<file path="src/design/asbw_pkg.sv">
// Package of types and timing constants for the bit-wide sram host controller
package asbw_pkg;

  // ==========================================================================
  // Geometry
  localparam int ADDR_WIDTH = 18;
  localparam int CLOCK_PERIOD_PS = 5000;

  // ==========================================================================
  // Memory timing in picoseconds, fastest speed grade
  localparam int ADDRESS_ACCESS_TIME_PS        = 12000;
  localparam int OUTPUT_HOLD_AFTER_ADDRESS_PS  = 3000;
  localparam int ADDRESS_SETUP_TO_WRITE_END_PS = 9000;
  localparam int ADDRESS_HOLD_AFTER_WRITE_PS   = 0;
  localparam int ADDRESS_SETUP_TO_WRITE_START_PS = 0;
  localparam int INPUT_SETUP_TO_WRITE_END_PS   = 8000;
  localparam int STROBE_LOW_TO_FLOAT_PS        = 7000;

  // ==========================================================================
  // Cycle counts: least times round up, at least one cycle
  function automatic int cyclesUp(input int ps);
    int c;
    c = (ps + CLOCK_PERIOD_PS - 1) / CLOCK_PERIOD_PS;
    return (c < 1) ? 1 : c;
  endfunction : cyclesUp

  localparam int READ_CYCLES  = cyclesUp(ADDRESS_ACCESS_TIME_PS);
  localparam int WRITE_SETUP  = (ADDRESS_SETUP_TO_WRITE_END_PS > INPUT_SETUP_TO_WRITE_END_PS)
                              ? ADDRESS_SETUP_TO_WRITE_END_PS : INPUT_SETUP_TO_WRITE_END_PS;
  localparam int WRITE_TOTAL  = (WRITE_SETUP > STROBE_LOW_TO_FLOAT_PS + INPUT_SETUP_TO_WRITE_END_PS)
                              ? WRITE_SETUP : STROBE_LOW_TO_FLOAT_PS + INPUT_SETUP_TO_WRITE_END_PS;
  localparam int WRITE_CYCLES = cyclesUp(WRITE_TOTAL);
  localparam int COUNT_WIDTH  = 4;

  // ==========================================================================
  // Pin bundle toward the memory
  typedef struct packed {
    logic [ADDR_WIDTH-1:0] address;
    logic                  chipSelectN;
    logic                  writeStrobeN;
    logic                  dataInput;
  } asbw_pins_t;

  // Controller states, one-hot
  typedef enum logic [2:0] {
    ST_IDLE  = 3'b001,
    ST_READ  = 3'b010,
    ST_WRITE = 3'b100
  } asbw_state_t;

endpackage : asbw_pkg

</file>
<file path="src/design/asbw_host.sv">
// Host controller that runs timed read and write cycles on a bit-wide async sram
`timescale 1ns/1ps
// Behaviour
// RL1: The memory writes only while select and strobe are both low, so the host keeps both low for the whole write.
// RL2: The host lowers both select and strobe to start a write and ends it by raising them together.
// RL3: Write data and address are held against the rising edge that ends the write.
// RL4: Select and strobe rise together at write end, so the memory output stays floating.
// RL5: In a read the address is valid no later than select falling.
// RL6: The strobe stays high through every read.
// RL7: Read data is sampled only after the address access time has passed.
// RL8: The memory keeps old data for a short hold after an address change.
// RL9: The address is stable for the address setup time before write end.
// RL10: The address may change at the write-ending edge, hold being zero.
// RL11: The address may appear at the write-starting edge, setup being zero.
// RL12: Input data is valid for the data setup time before write end.
// RL13: A write lasts at least the strobe float delay plus the data setup time.
// RL14: Select high floats the memory, select low with strobe high reads, both low writes.
module asbw_host #(
  parameter int ADDR_WIDTH   = asbw_pkg::ADDR_WIDTH,
  parameter int READ_CYCLES  = asbw_pkg::READ_CYCLES,
  parameter int WRITE_CYCLES = asbw_pkg::WRITE_CYCLES
) (
  // Clock and reset
  input  wire logic                  clock,
  input  wire logic                  resetn,
  // User request
  input  wire logic                  requestValid,
  input  wire logic                  requestWrite,
  input  wire logic [ADDR_WIDTH-1:0] requestAddress,
  input  wire logic                  requestData,
  output logic                       requestReady,
  // User answer
  output logic                       readValid,
  output logic                       readData,
  // Memory pins
  output logic [ADDR_WIDTH-1:0]      memAddress,
  output logic                       chipSelectN,
  output logic                       writeStrobeN,
  output logic                       dataInput,
  input  wire logic                  dataOutput
);

  localparam int CW = asbw_pkg::COUNT_WIDTH;

  asbw_pkg::asbw_state_t state;
  asbw_pkg::asbw_state_t next_state;
  logic                  phaseDone;
  logic                  timerLoad;
  logic [CW-1:0]         timerValue;
  logic                  startAccess;

  // ==========================================================================
  // Phase timer
  asbw_timer #(.WIDTH(CW)) phaseTimer (
    .clock     (clock),
    .resetn    (resetn),
    .load      (timerLoad),
    .loadValue (timerValue),
    .expired   (phaseDone)
  );

  // ==========================================================================
  // Decoding of the next state and timer load
  assign startAccess = (state == asbw_pkg::ST_IDLE) && requestValid && requestReady;
  assign timerLoad   = startAccess;
  assign timerValue  = requestWrite ? CW'(WRITE_CYCLES) : CW'(READ_CYCLES); // [RL7] [RL13]

  always_comb begin
    next_state = state;
    case (state)
      asbw_pkg::ST_IDLE: begin
        if (startAccess) begin
          next_state = requestWrite ? asbw_pkg::ST_WRITE : asbw_pkg::ST_READ;
        end
      end
      asbw_pkg::ST_READ: begin
        if (phaseDone) begin
          next_state = asbw_pkg::ST_IDLE;
        end
      end
      asbw_pkg::ST_WRITE: begin
        if (phaseDone) begin
          next_state = asbw_pkg::ST_IDLE;
        end
      end
      default: next_state = asbw_pkg::ST_IDLE;
    endcase
  end

  // ==========================================================================
  // State and handshake
  always_ff @(posedge clock or negedge resetn) begin
    if (!resetn) begin
      state        <= asbw_pkg::ST_IDLE;
      requestReady <= 1'b0;
    end else begin
      state        <= next_state;
      requestReady <= (next_state == asbw_pkg::ST_IDLE) && !startAccess;
    end
  end

  // ==========================================================================
  // Memory pins: address and data land with the select edge
  always_ff @(posedge clock or negedge resetn) begin
    if (!resetn) begin
      memAddress   <= '0;
      dataInput    <= 1'b0;
      chipSelectN  <= 1'b1;                                         // [RL14]
      writeStrobeN <= 1'b1;
    end else begin
      if (startAccess) begin
        memAddress <= requestAddress;                               // [RL5] [RL11]
        dataInput  <= requestData;                                  // [RL12]
      end
      // Address and data stay put through the closing edge
      chipSelectN  <= !(next_state != asbw_pkg::ST_IDLE);           // [RL3] [RL9] [RL10]
      writeStrobeN <= !(next_state == asbw_pkg::ST_WRITE);          // [RL1] [RL2] [RL4] [RL6]
    end
  end

  // ==========================================================================
  // Read capture at the end of the access time
  always_ff @(posedge clock or negedge resetn) begin
    if (!resetn) begin
      readValid <= 1'b0;
      readData  <= 1'b0;
    end else begin
      readValid <= (state == asbw_pkg::ST_READ) && phaseDone;
      if ((state == asbw_pkg::ST_READ) && phaseDone) begin
        readData <= dataOutput;                                     // [RL7] [RL8]
      end
    end
  end

endmodule : asbw_host

</file>
<file path="src/design/asbw_timer.sv">
// Down counter that marks the end of a timed access phase
`timescale 1ns/1ps
module asbw_timer #(
  parameter int WIDTH = asbw_pkg::COUNT_WIDTH
) (
  // Clock and reset
  input  wire logic             clock,
  input  wire logic             resetn,
  // Control
  input  wire logic             load,
  input  wire logic [WIDTH-1:0] loadValue,
  // Status
  output logic                  expired
);

  // Terminal count, sized to the counter so no compare mixes widths
  localparam logic [WIDTH-1:0] COUNT_ONE = WIDTH'(1);

  logic [WIDTH-1:0] count;
  logic [WIDTH-1:0] next_count;

  // ==========================================================================
  // Count toward one, expire the cycle after reaching it
  assign next_count = load ? loadValue : ((count > COUNT_ONE) ? count - COUNT_ONE : count);

  always_ff @(posedge clock or negedge resetn) begin
    if (!resetn) begin
      count   <= '0;
      expired <= 1'b0;
    end else begin
      count   <= next_count;
      expired <= !load && (count == COUNT_ONE) && (next_count == count);
    end
  end

endmodule : asbw_timer

</file>
<file path="config.mk">
export PLATFORM = sky130hd
export DESIGN_NAME = asbw_host
export DESIGN_NICKNAME = d
export VERILOG_FILES = /design/src/design/asbw_pkg.sv /design/src/design/asbw_host.sv /design/src/design/asbw_timer.sv
export SDC_FILE = /design/constraint.sdc
export NUM_CORES = 1
export LEC_CHECK = 0
export CORE_AREA = 2 2 59 61
export CTS_CLUSTER_SIZE = 24
export DETAILED_ROUTE_END_ITERATION = 6
export DIE_AREA = 0 0 61 63
export DONT_BUFFER_PORTS = 1
export GPL_ROUTABILITY_DRIVEN = 1
export PLACE_DENSITY = 0.65
export SLEW_MARGIN = 20
export SYNTH_ARGS = -nofsm -noshare
export SYNTH_HDL_FRONTEND = slang
export SYNTH_SLANG_ARGS = --single-unit
</file>
<file path="constraint.sdc">
create_clock -name clock -period 1.44 [get_ports clock]
set_input_delay 0.288 -clock clock [delete_from_list [all_inputs] [get_ports clock]]
set_output_delay 0.288 -clock clock [all_outputs]
set_load 0.05 [all_outputs]
</file>
==> results.toml, run 1 <==
[outcome]
result_of_the_run = "finished clean"

[grt]
wire_length_of_the_first_global_routing_pass_um = 3640
grt_util_all_layers = 0.130
grt.met1_usage = 0.143
grt_pass1_vias = 819
grt_max_degree = 33
busiest_layer = "met2"
grtUsageMet2 = 0.206
antenna_violations_before_repair = 0
grt_util_met3 = 0.0642
total_gr_overflow = 0

[worst_setup_path]
criticalPathCategory = "flop to flop"
critical_path.reg2reg.endpoint = "memAddress[12]"
worst-endpoint-required_ps = 1660
rrSetupSlack_ps = 20
r2r.worst_path.cells = 3
reg2reg_from = "state[0]"
cp_cell_sequence = "and4bb_4, nand2_4, mux2_4"
crit_path_top_delay_cell = "dfstp_2"
setup.worst_path.start_class = "flop"
critPathArrivalTime_ps = 1640
delay_of_the_slowest_cell_on_the_worst_path_ps = 550
critical_path_peak_fanout = 11
end_kind = "flop"
crit_family = "flip-flops"
count_of_buffer_and_inverter_cells_on_the_critical_path = 0

[floorplan]
core.rowCount = 21
die_height_um = 63
area_inside_the_core_boundary_mm2 = 0.00323
initial_utilization = 0.422
fp.dieArea_mm2 = 0.00384
die_w_um = 61
ioPinCount = 48

[synth]
synth-main-ff-cell = "dfrtp_1"
postSynthCellCount = 90
number_of_synthesized_register_bits = 32
post_synth_instance_area_mm2 = 0.00136
synth_edf_count = 0
postSynth.asyncResetShare = 1.00
mappedNetlistNets = 116
yosys.cell_types.count = 27
part_of_the_yosys_area_used_for_sequential_elements = 0.590
synth.avg_cell_area_um2 = 15.1
yosys_warnings = 0

[layout]
layout.nets = 124
layout_area_growth_over_synthesis_pct = 13.6
layout-drive-gt1-share = 0.434
mostFrequentLayoutCell = "dfrtp_1"
filler_cell_count = 292
most-common-layout-cells = "dfrtp_1 (28), mux2_4 (17), clkbuf_4 (5)"
antenna_cells_inserted = 0

[detailed_routing]
detail_route.iter0.violations = 31
routed_via_density = 5.12
detail_route.wl_per_cell_um = 15.9
dr.pass1.iters = 4
drt_wl_total_um = 2310
via_count = 742
drc = 0
antenna_left = 0

[sta]
fin_hold_ws_ps = 27.8
grt_setup_unrepaired = "yes"
final_min_period_over_clock_period = 0.985
clock_skew_ps = 10.0
max_slew_margin = 0.676
setup_violations = 0
worstMarginPinSlew_ps = 486
slew_violations = 0
final-hold-violation-count = 0
final_period_minus_worst_setup_slack_ps = 1420
achievable-frequency_mhz = 705

[flow_run]
timing.max_cap.violations = 0

[cts]
numCtsBuffers = 5
ctsLongestPathBuffers = 2
root_buffer = "clkbuf_4"
worstSkewPairLatency_ps = 330
clock_tree.htree_level_count = 2
cts.sink_count = 32
cts_tree = "built"
clkSlewWorstSetupHoldPaths_ps = 100

[min_path]
hp-class = "input port to flop"
hold_path_depth = 1
worstHoldEndpoint = "writeStrobeN"
holdCritStartpoint = "requestWrite"

[placement]
hpwl_um = 1560
place_congestion = 0.726
io_buffers = 0
## routing by layer
layer / part of all wire / vias to the layer above
met1: 0.39 / 359
met2: 0.50 / 43
met5: 0 / -
li1: - / 335
met3: 0.095 / 5
met4: 0.013 / 0
## layout make-up
type / count / area, µm² / area share
clock buffers: 6 / 41.3 / 0.0267
multi-input cells: 52 / 548 / 0.354
flip-flops and latches: 32 / 806 / 0.521
clock inverters: 2 / 35.0 / 0.0226
inverters: 2 / 7.51 / 0.00485
well taps: 46 / 57.6 / 0.0372
repair buffers: 5 / 52.6 / 0.0340
## through the flow
stage | instances | utilization | setup TNS [ps] | worst slack [ps] | cell area, µm²
floorplan | 90 | - | 0 | 1.54 | 1370
CTS | 145 | 0.478 | 0 | 9.36 | 1540
detailed placement | 134 | 0.437 | -1400 | -82.9 | 1410
finish | 145 | 0.479 | 0 | 21.3 | 1550
global route | 145 | 0.479 | -9.03 | -4.17 | 1550
global placement | 134 | 0.437 | -645 | -37.9 | 1410
## worst max path at each step
stage                           endpoint  cells after the start    startpoint  slack, ps
after global placement     memAddress[8]                      3      state[0]        -40
after global routing      memAddress[11]                      3      state[0]         -4
final                     memAddress[12]                      3      state[0]         20
after detailed placement  memAddress[13]                      3      state[0]        -80
after floorplan                dataInput                      4  requestReady          2
after CTS                 memAddress[12]                      3      state[0]          9
## cells by family after synthesis
kind of cell | after synthesis | share of synthesized area
xor gates and xnor gates | 2 | 0.0129
and+or+nand+nor | 16 | 0.0799
buffers and inverters | 7 | 0.0312
muxes | 21 | 0.220
DFF | 32 | 0.590
adders and majority gates | 2 | 0.0184
AOI/OAI and AO/OA | 10 | 0.0468
## flip-flops by register name, summed over array words and instances (netlist names)
signal              flops
chipSelectN             1
dataInput               1
memAddress             18
phaseTimer.count        4
phaseTimer.expired      1
readData                1
readValid               1
requestReady            1
state                   3
writeStrobeN            1
## repair_timing
action,4_1_cts,5_1_grt
endpoints found under the setup margin,19,15
cloned,1,0
pin swaps,1,2
gates resized for setup,2,2
hold endpoints to repair,32,0
hold buffers,2,0
buffers inserted,0,0
## synthesized netlist by cell type, drive strengths merged (2+ instances only)
library cell  count  area share
dfrtp            29        0.53
mux2             21        0.22
buf               4       0.023
a21oi             3       0.011
dfstp             3       0.058
nor2              3      0.0083
nor3              3       0.011
o21ai             3       0.011
and4bb            2       0.018
ha                2       0.018
inv               2      0.0055
nand2             2      0.0073
nor4              2      0.0092
o31a              2       0.013
Power of run 1 is left out: the tool's default activity adds up to more than one toggle a clock period on the data nets, which glitch-free logic cannot reach.
==> run 2: changes to the inputs <==
Settings changed: SETUP_SLACK_MARGIN from default to 0.5.
==> results.toml, run 2 (synthesis results as in run 1) <==
[detailed_routing]
dr.pass1.iters = 2
detail_route.iter0.violations = 12
routed_via_density = 5.24
via_count = 791
detail_route.wl_per_cell_um = 17.0
antenna_left = 0
drt_wl_total_um = 2560
drc = 0

[cts]
clock_tree.htree_level_count = 2
ctsLongestPathBuffers = 2
cts.sink_count = 32
root_buffer = "clkbuf_4"
worstSkewPairLatency_ps = 330
cts_tree = "built"
clkSlewWorstSetupHoldPaths_ps = 100
numCtsBuffers = 5

[floorplan]
core.rowCount = 21
fp.dieArea_mm2 = 0.00384
ioPinCount = 48
initial_utilization = 0.422
area_inside_the_core_boundary_mm2 = 0.00323
die_w_um = 61
die_height_um = 63

[sta]
max_slew_margin = 0.679
final-hold-violation-count = 32
worstMarginPinSlew_ps = 481
setup_violations = 8
setup_slack_ps = -5.81
setup_total_negative_slack_ps = -24.5
achievable-frequency_mhz = 692
final_min_period_over_clock_period = 1.00
fin_hold_ws_ps = -363
clock_skew_ps = 7.46
slew_violations = 0
final_period_minus_worst_setup_slack_ps = 1450
grt_setup_unrepaired = "yes"

[grt]
grt_max_degree = 33
wire_length_of_the_first_global_routing_pass_um = 3870
antenna_violations_before_repair = 0
grt_util_all_layers = 0.139
grt_pass1_vias = 842
total_gr_overflow = 0

[worst_setup_path]
cp.depth = 3
critical_path.reg2reg.endpoint = "memAddress[5]"
criticalPathCategory = "flop to flop"
delay_of_the_slowest_cell_on_the_worst_path_ps = 550
rrSetupSlack_ps = -6
end_kind = "flop"
count_of_buffer_and_inverter_cells_on_the_critical_path = 0
critical_path_peak_fanout = 11
cp_cell_sequence = "and4bb_4, nand2_8, mux2_4"
worst-endpoint-required_ps = 1660
setup.worst_path.start_class = "flop"
crit_family = "flip-flops"
r2r.worst_path.cells = 3
reg2reg_from = "state[0]"
startpoint = "state[0]"
crit_path_top_delay_cell = "dfstp_2"
crit_path_end = "memAddress[5]"
critPathArrivalTime_ps = 1670

[layout]
largest_reg_flops = 18
top_register = "memAddress"
filler_cell_count = 276
layout_area_growth_over_synthesis_pct = 25.4
final_design_area_no_fill_mm2 = 0.00171
postLayoutCoreUtil = 0.529
most-common-layout-cells = "dfrtp_2 (22), mux2_4 (18), dfrtp_1 (7)"
layout-drive-gt1-share = 0.781
antenna_cells_inserted = 0
mostFrequentLayoutCell = "dfrtp_2"
layout.nets = 130
largestRegisters = "memAddress x18, phaseTimer.count x4, state x3"

[outcome]
result_of_the_run = "complete, but fails checks"
failed_checks = "negative hold slack, negative setup slack"

[min_path]
hp-class = "input port to async pin"

[placement]
placed_area_mm2 = 0.00142
hpwl_um = 1600
place_congestion = 0.705
io_buffers = 0

[flow_run]
timing.max_cap.violations = 0
[run 2: per-layer routing]
layer / global-route usage / share of wire / vias to the layer above
li1: - / - / 349
met1: 0.146 / 0.38 / 398
met2: 0.239 / 0.52 / 40
met3: 0.0559 / 0.090 / 4
met4: 0.0571 / 0.0055 / 0
met5: 0 / 0 / -
[run 2: worst min-delay path by stage]
stage / startpoint / to / slack (ps) / cells after the start
after global routing: resetn / memAddress[17] / -410 / 0
final: resetn / memAddress[11] / -360 / 0
after floorplan: resetn / dataInput / -8 / 0
after global placement: resetn / readValid / -7 / 0
after detailed placement: resetn / readData / -7 / 0
after CTS: resetn / memAddress[11] / -380 / 0
[run 2: area by class of cell]
type | count | area (µm²) | share of cell area
Multi-Input combinational cell | 53 | 637 | 0.373
Inverter | 2 | 7.51 | 0.00439
Tap cell | 46 | 57.6 | 0.0337
Clock inverter | 3 | 42.5 | 0.0249
Sequential cell | 32 | 832 | 0.487
Timing Repair Buffer | 10 | 95.1 | 0.0556
Clock buffer | 5 | 37.5 | 0.0220
[run 2: what timing repair did]
item,in CTS,in global routing
pin swaps,9,1
gates resized for setup,40,8
hold buffers,1,1
endpoints found under the hold margin,33,33
setup buffers,3,2
cloned,1,1
endpoints found under the setup margin,55,56
[run 2: metrics by stage]
| stage | setup WS [ps] | instances |
|---|---|---|
| after floorplan | 11.7 | 90 |
| after global placement | -42.9 | 134 |
| after detailed placement | -92.8 | 134 |
| after CTS | 2.14 | 147 |
| after global routing | -38.4 | 151 |
| final | -5.81 | 151 |
Power of run 2 is left out for the same reason.
==> run 3: changes to the inputs <==
Settings changed: CTS_BUF_LIST from default to sky130_fd_sc_hd__clkbuf_8 sky130_fd_sc_hd__clkbuf_16.
==> results.toml, run 3 (synthesis results as in run 1) <==
[worst_setup_path]
criticalPathCategory = "flop to flop"
crit_path_top_delay_cell = "dfstp_2"
critical_path.reg2reg.endpoint = "memAddress[0]"
rrSetupSlack_ps = 10
crit_path_end = "memAddress[0]"
critPathArrivalTime_ps = 1590
setup.worst_path.start_class = "flop"
critical_path_peak_fanout = 5
crit_family = "flip-flops"
reg2reg_from = "state[0]"
delay_of_the_slowest_cell_on_the_worst_path_ps = 530
r2r.worst_path.cells = 4
cp_cell_sequence = "and4bb_4, buf_12, nand2_8, mux2_4"
cp.depth = 4
worst-endpoint-required_ps = 1600
startpoint = "state[0]"
count_of_buffer_and_inverter_cells_on_the_critical_path = 1
end_kind = "flop"

[layout]
layout-drive-gt1-share = 0.733
filler_cell_count = 265
seqCellArea_um2 = 830
multi_input_area_um2 = 637
antenna_cells_inserted = 0
largestRegisters = "memAddress x18, phaseTimer.count x4, state x3"
mostFrequentLayoutCell = "dfrtp_2"
top_register = "memAddress"
layout.nets = 130
layout_area_growth_over_synthesis_pct = 28.4
most-common-layout-cells = "dfrtp_2 (20), mux2_4 (18), dfrtp_1 (9)"
final_design_area_no_fill_mm2 = 0.00175
largest_reg_flops = 18

[detailed_routing]
drt_wl_total_um = 2530
antenna_left = 0
routed_via_density = 5.17
via_count = 781
drc = 0
detail_route.iter0.violations = 29
dr.pass1.iters = 4
detail_route.wl_per_cell_um = 16.8

[sta]
setup_total_negative_slack_ps = 0
max_slew_margin = 0.683
grt_setup_unrepaired = "yes"
setup_slack_ps = 10.9
final-hold-violation-count = 32
achievable-frequency_mhz = 700
setup_violations = 0
fin_hold_ws_ps = -300
clock_skew_ps = 5.07
worstMarginPinSlew_ps = 476
slew_violations = 0
final_min_period_over_clock_period = 0.992
final_period_minus_worst_setup_slack_ps = 1430

[floorplan]
die_w_um = 61
fp.dieArea_mm2 = 0.00384
core.rowCount = 21
area_inside_the_core_boundary_mm2 = 0.00323
ioPinCount = 48
initial_utilization = 0.422
die_height_um = 63

[placement]
io_buffers = 0
dp_slack_ps = -92.8
hpwl_um = 1600
place_congestion = 0.705
placed_area_mm2 = 0.00142

[outcome]
result_of_the_run = "complete, but fails checks"
failed_checks = "negative hold slack"

[grt]
grt_util_all_layers = 0.140
antenna_violations_before_repair = 0
total_gr_overflow = 0
grt_max_degree = 33
wire_length_of_the_first_global_routing_pass_um = 3900
grt_pass1_vias = 835

[cts]
cts.sink_count = 32
root_buffer = "clkbuf_8"
clkSlewWorstSetupHoldPaths_ps = 70
clock_tree.htree_level_count = 2
worstSkewPairLatency_ps = 280
numCtsBuffers = 5
cts_tree = "built"
ctsLongestPathBuffers = 2

[flow_run]
timing.max_cap.violations = 0

[min_path]
hp-class = "input port to async pin"
-- run 3: worst min path at each step --
stage / from / end / slack, ps / depth (start not counted)
global placement: resetn / readValid / -7 / 0
global route: resetn / memAddress[1] / -330 / 0
detailed placement: resetn / readData / -7 / 0
floorplan: resetn / dataInput / -8 / 0
CTS: resetn / memAddress[15] / -310 / 0
finish: resetn / state[1] / -300 / 0
-- run 3: cell type report --
class | count | area share
clock buffer | 5 | 0.0393
clock inverter | 3 | 0.0243
inverter | 2 | 0.00429
multi-input combinational | 54 | 0.364
sequential | 32 | 0.474
tap | 46 | 0.0329
timing repair buffer | 9 | 0.0608
-- run 3: layer usage --
metal,wire [µm],up-vias,global-route usage
met3,249,2,0.0807
met5,0,-,0
li1,-,350,-
met4,15,0,0.0326
met1,1000,389,0.152
met2,1270,40,0.233
-- run 3: through the flow --
| stage | std cells | util |
|---|---|---|
| final | 151 | 0.541 |
| after CTS | 147 | 0.511 |
| after global routing | 151 | 0.541 |
| after global placement | 134 | 0.439 |
| after detailed placement | 134 | 0.439 |
| after floorplan | 90 | - |
-- run 3: worst reg2reg max path: stages (launching register included) --
cell and delay [ps]:
dfstp_2 530, and4bb_4 270, buf_12 140, nand2_8 80, mux2_4 300
-- run 3: timing repair --
item / 4_1_cts / 5_1_grt
resized for setup: 28 / 16
gates cloned: 2 / 1
pin swaps: 2 / 4
hold endpoints to repair: 32 / 32
setup buffers: 3 / 3
setup endpoints to repair: 55 / 56
Power of run 3 is left out for the same reason.
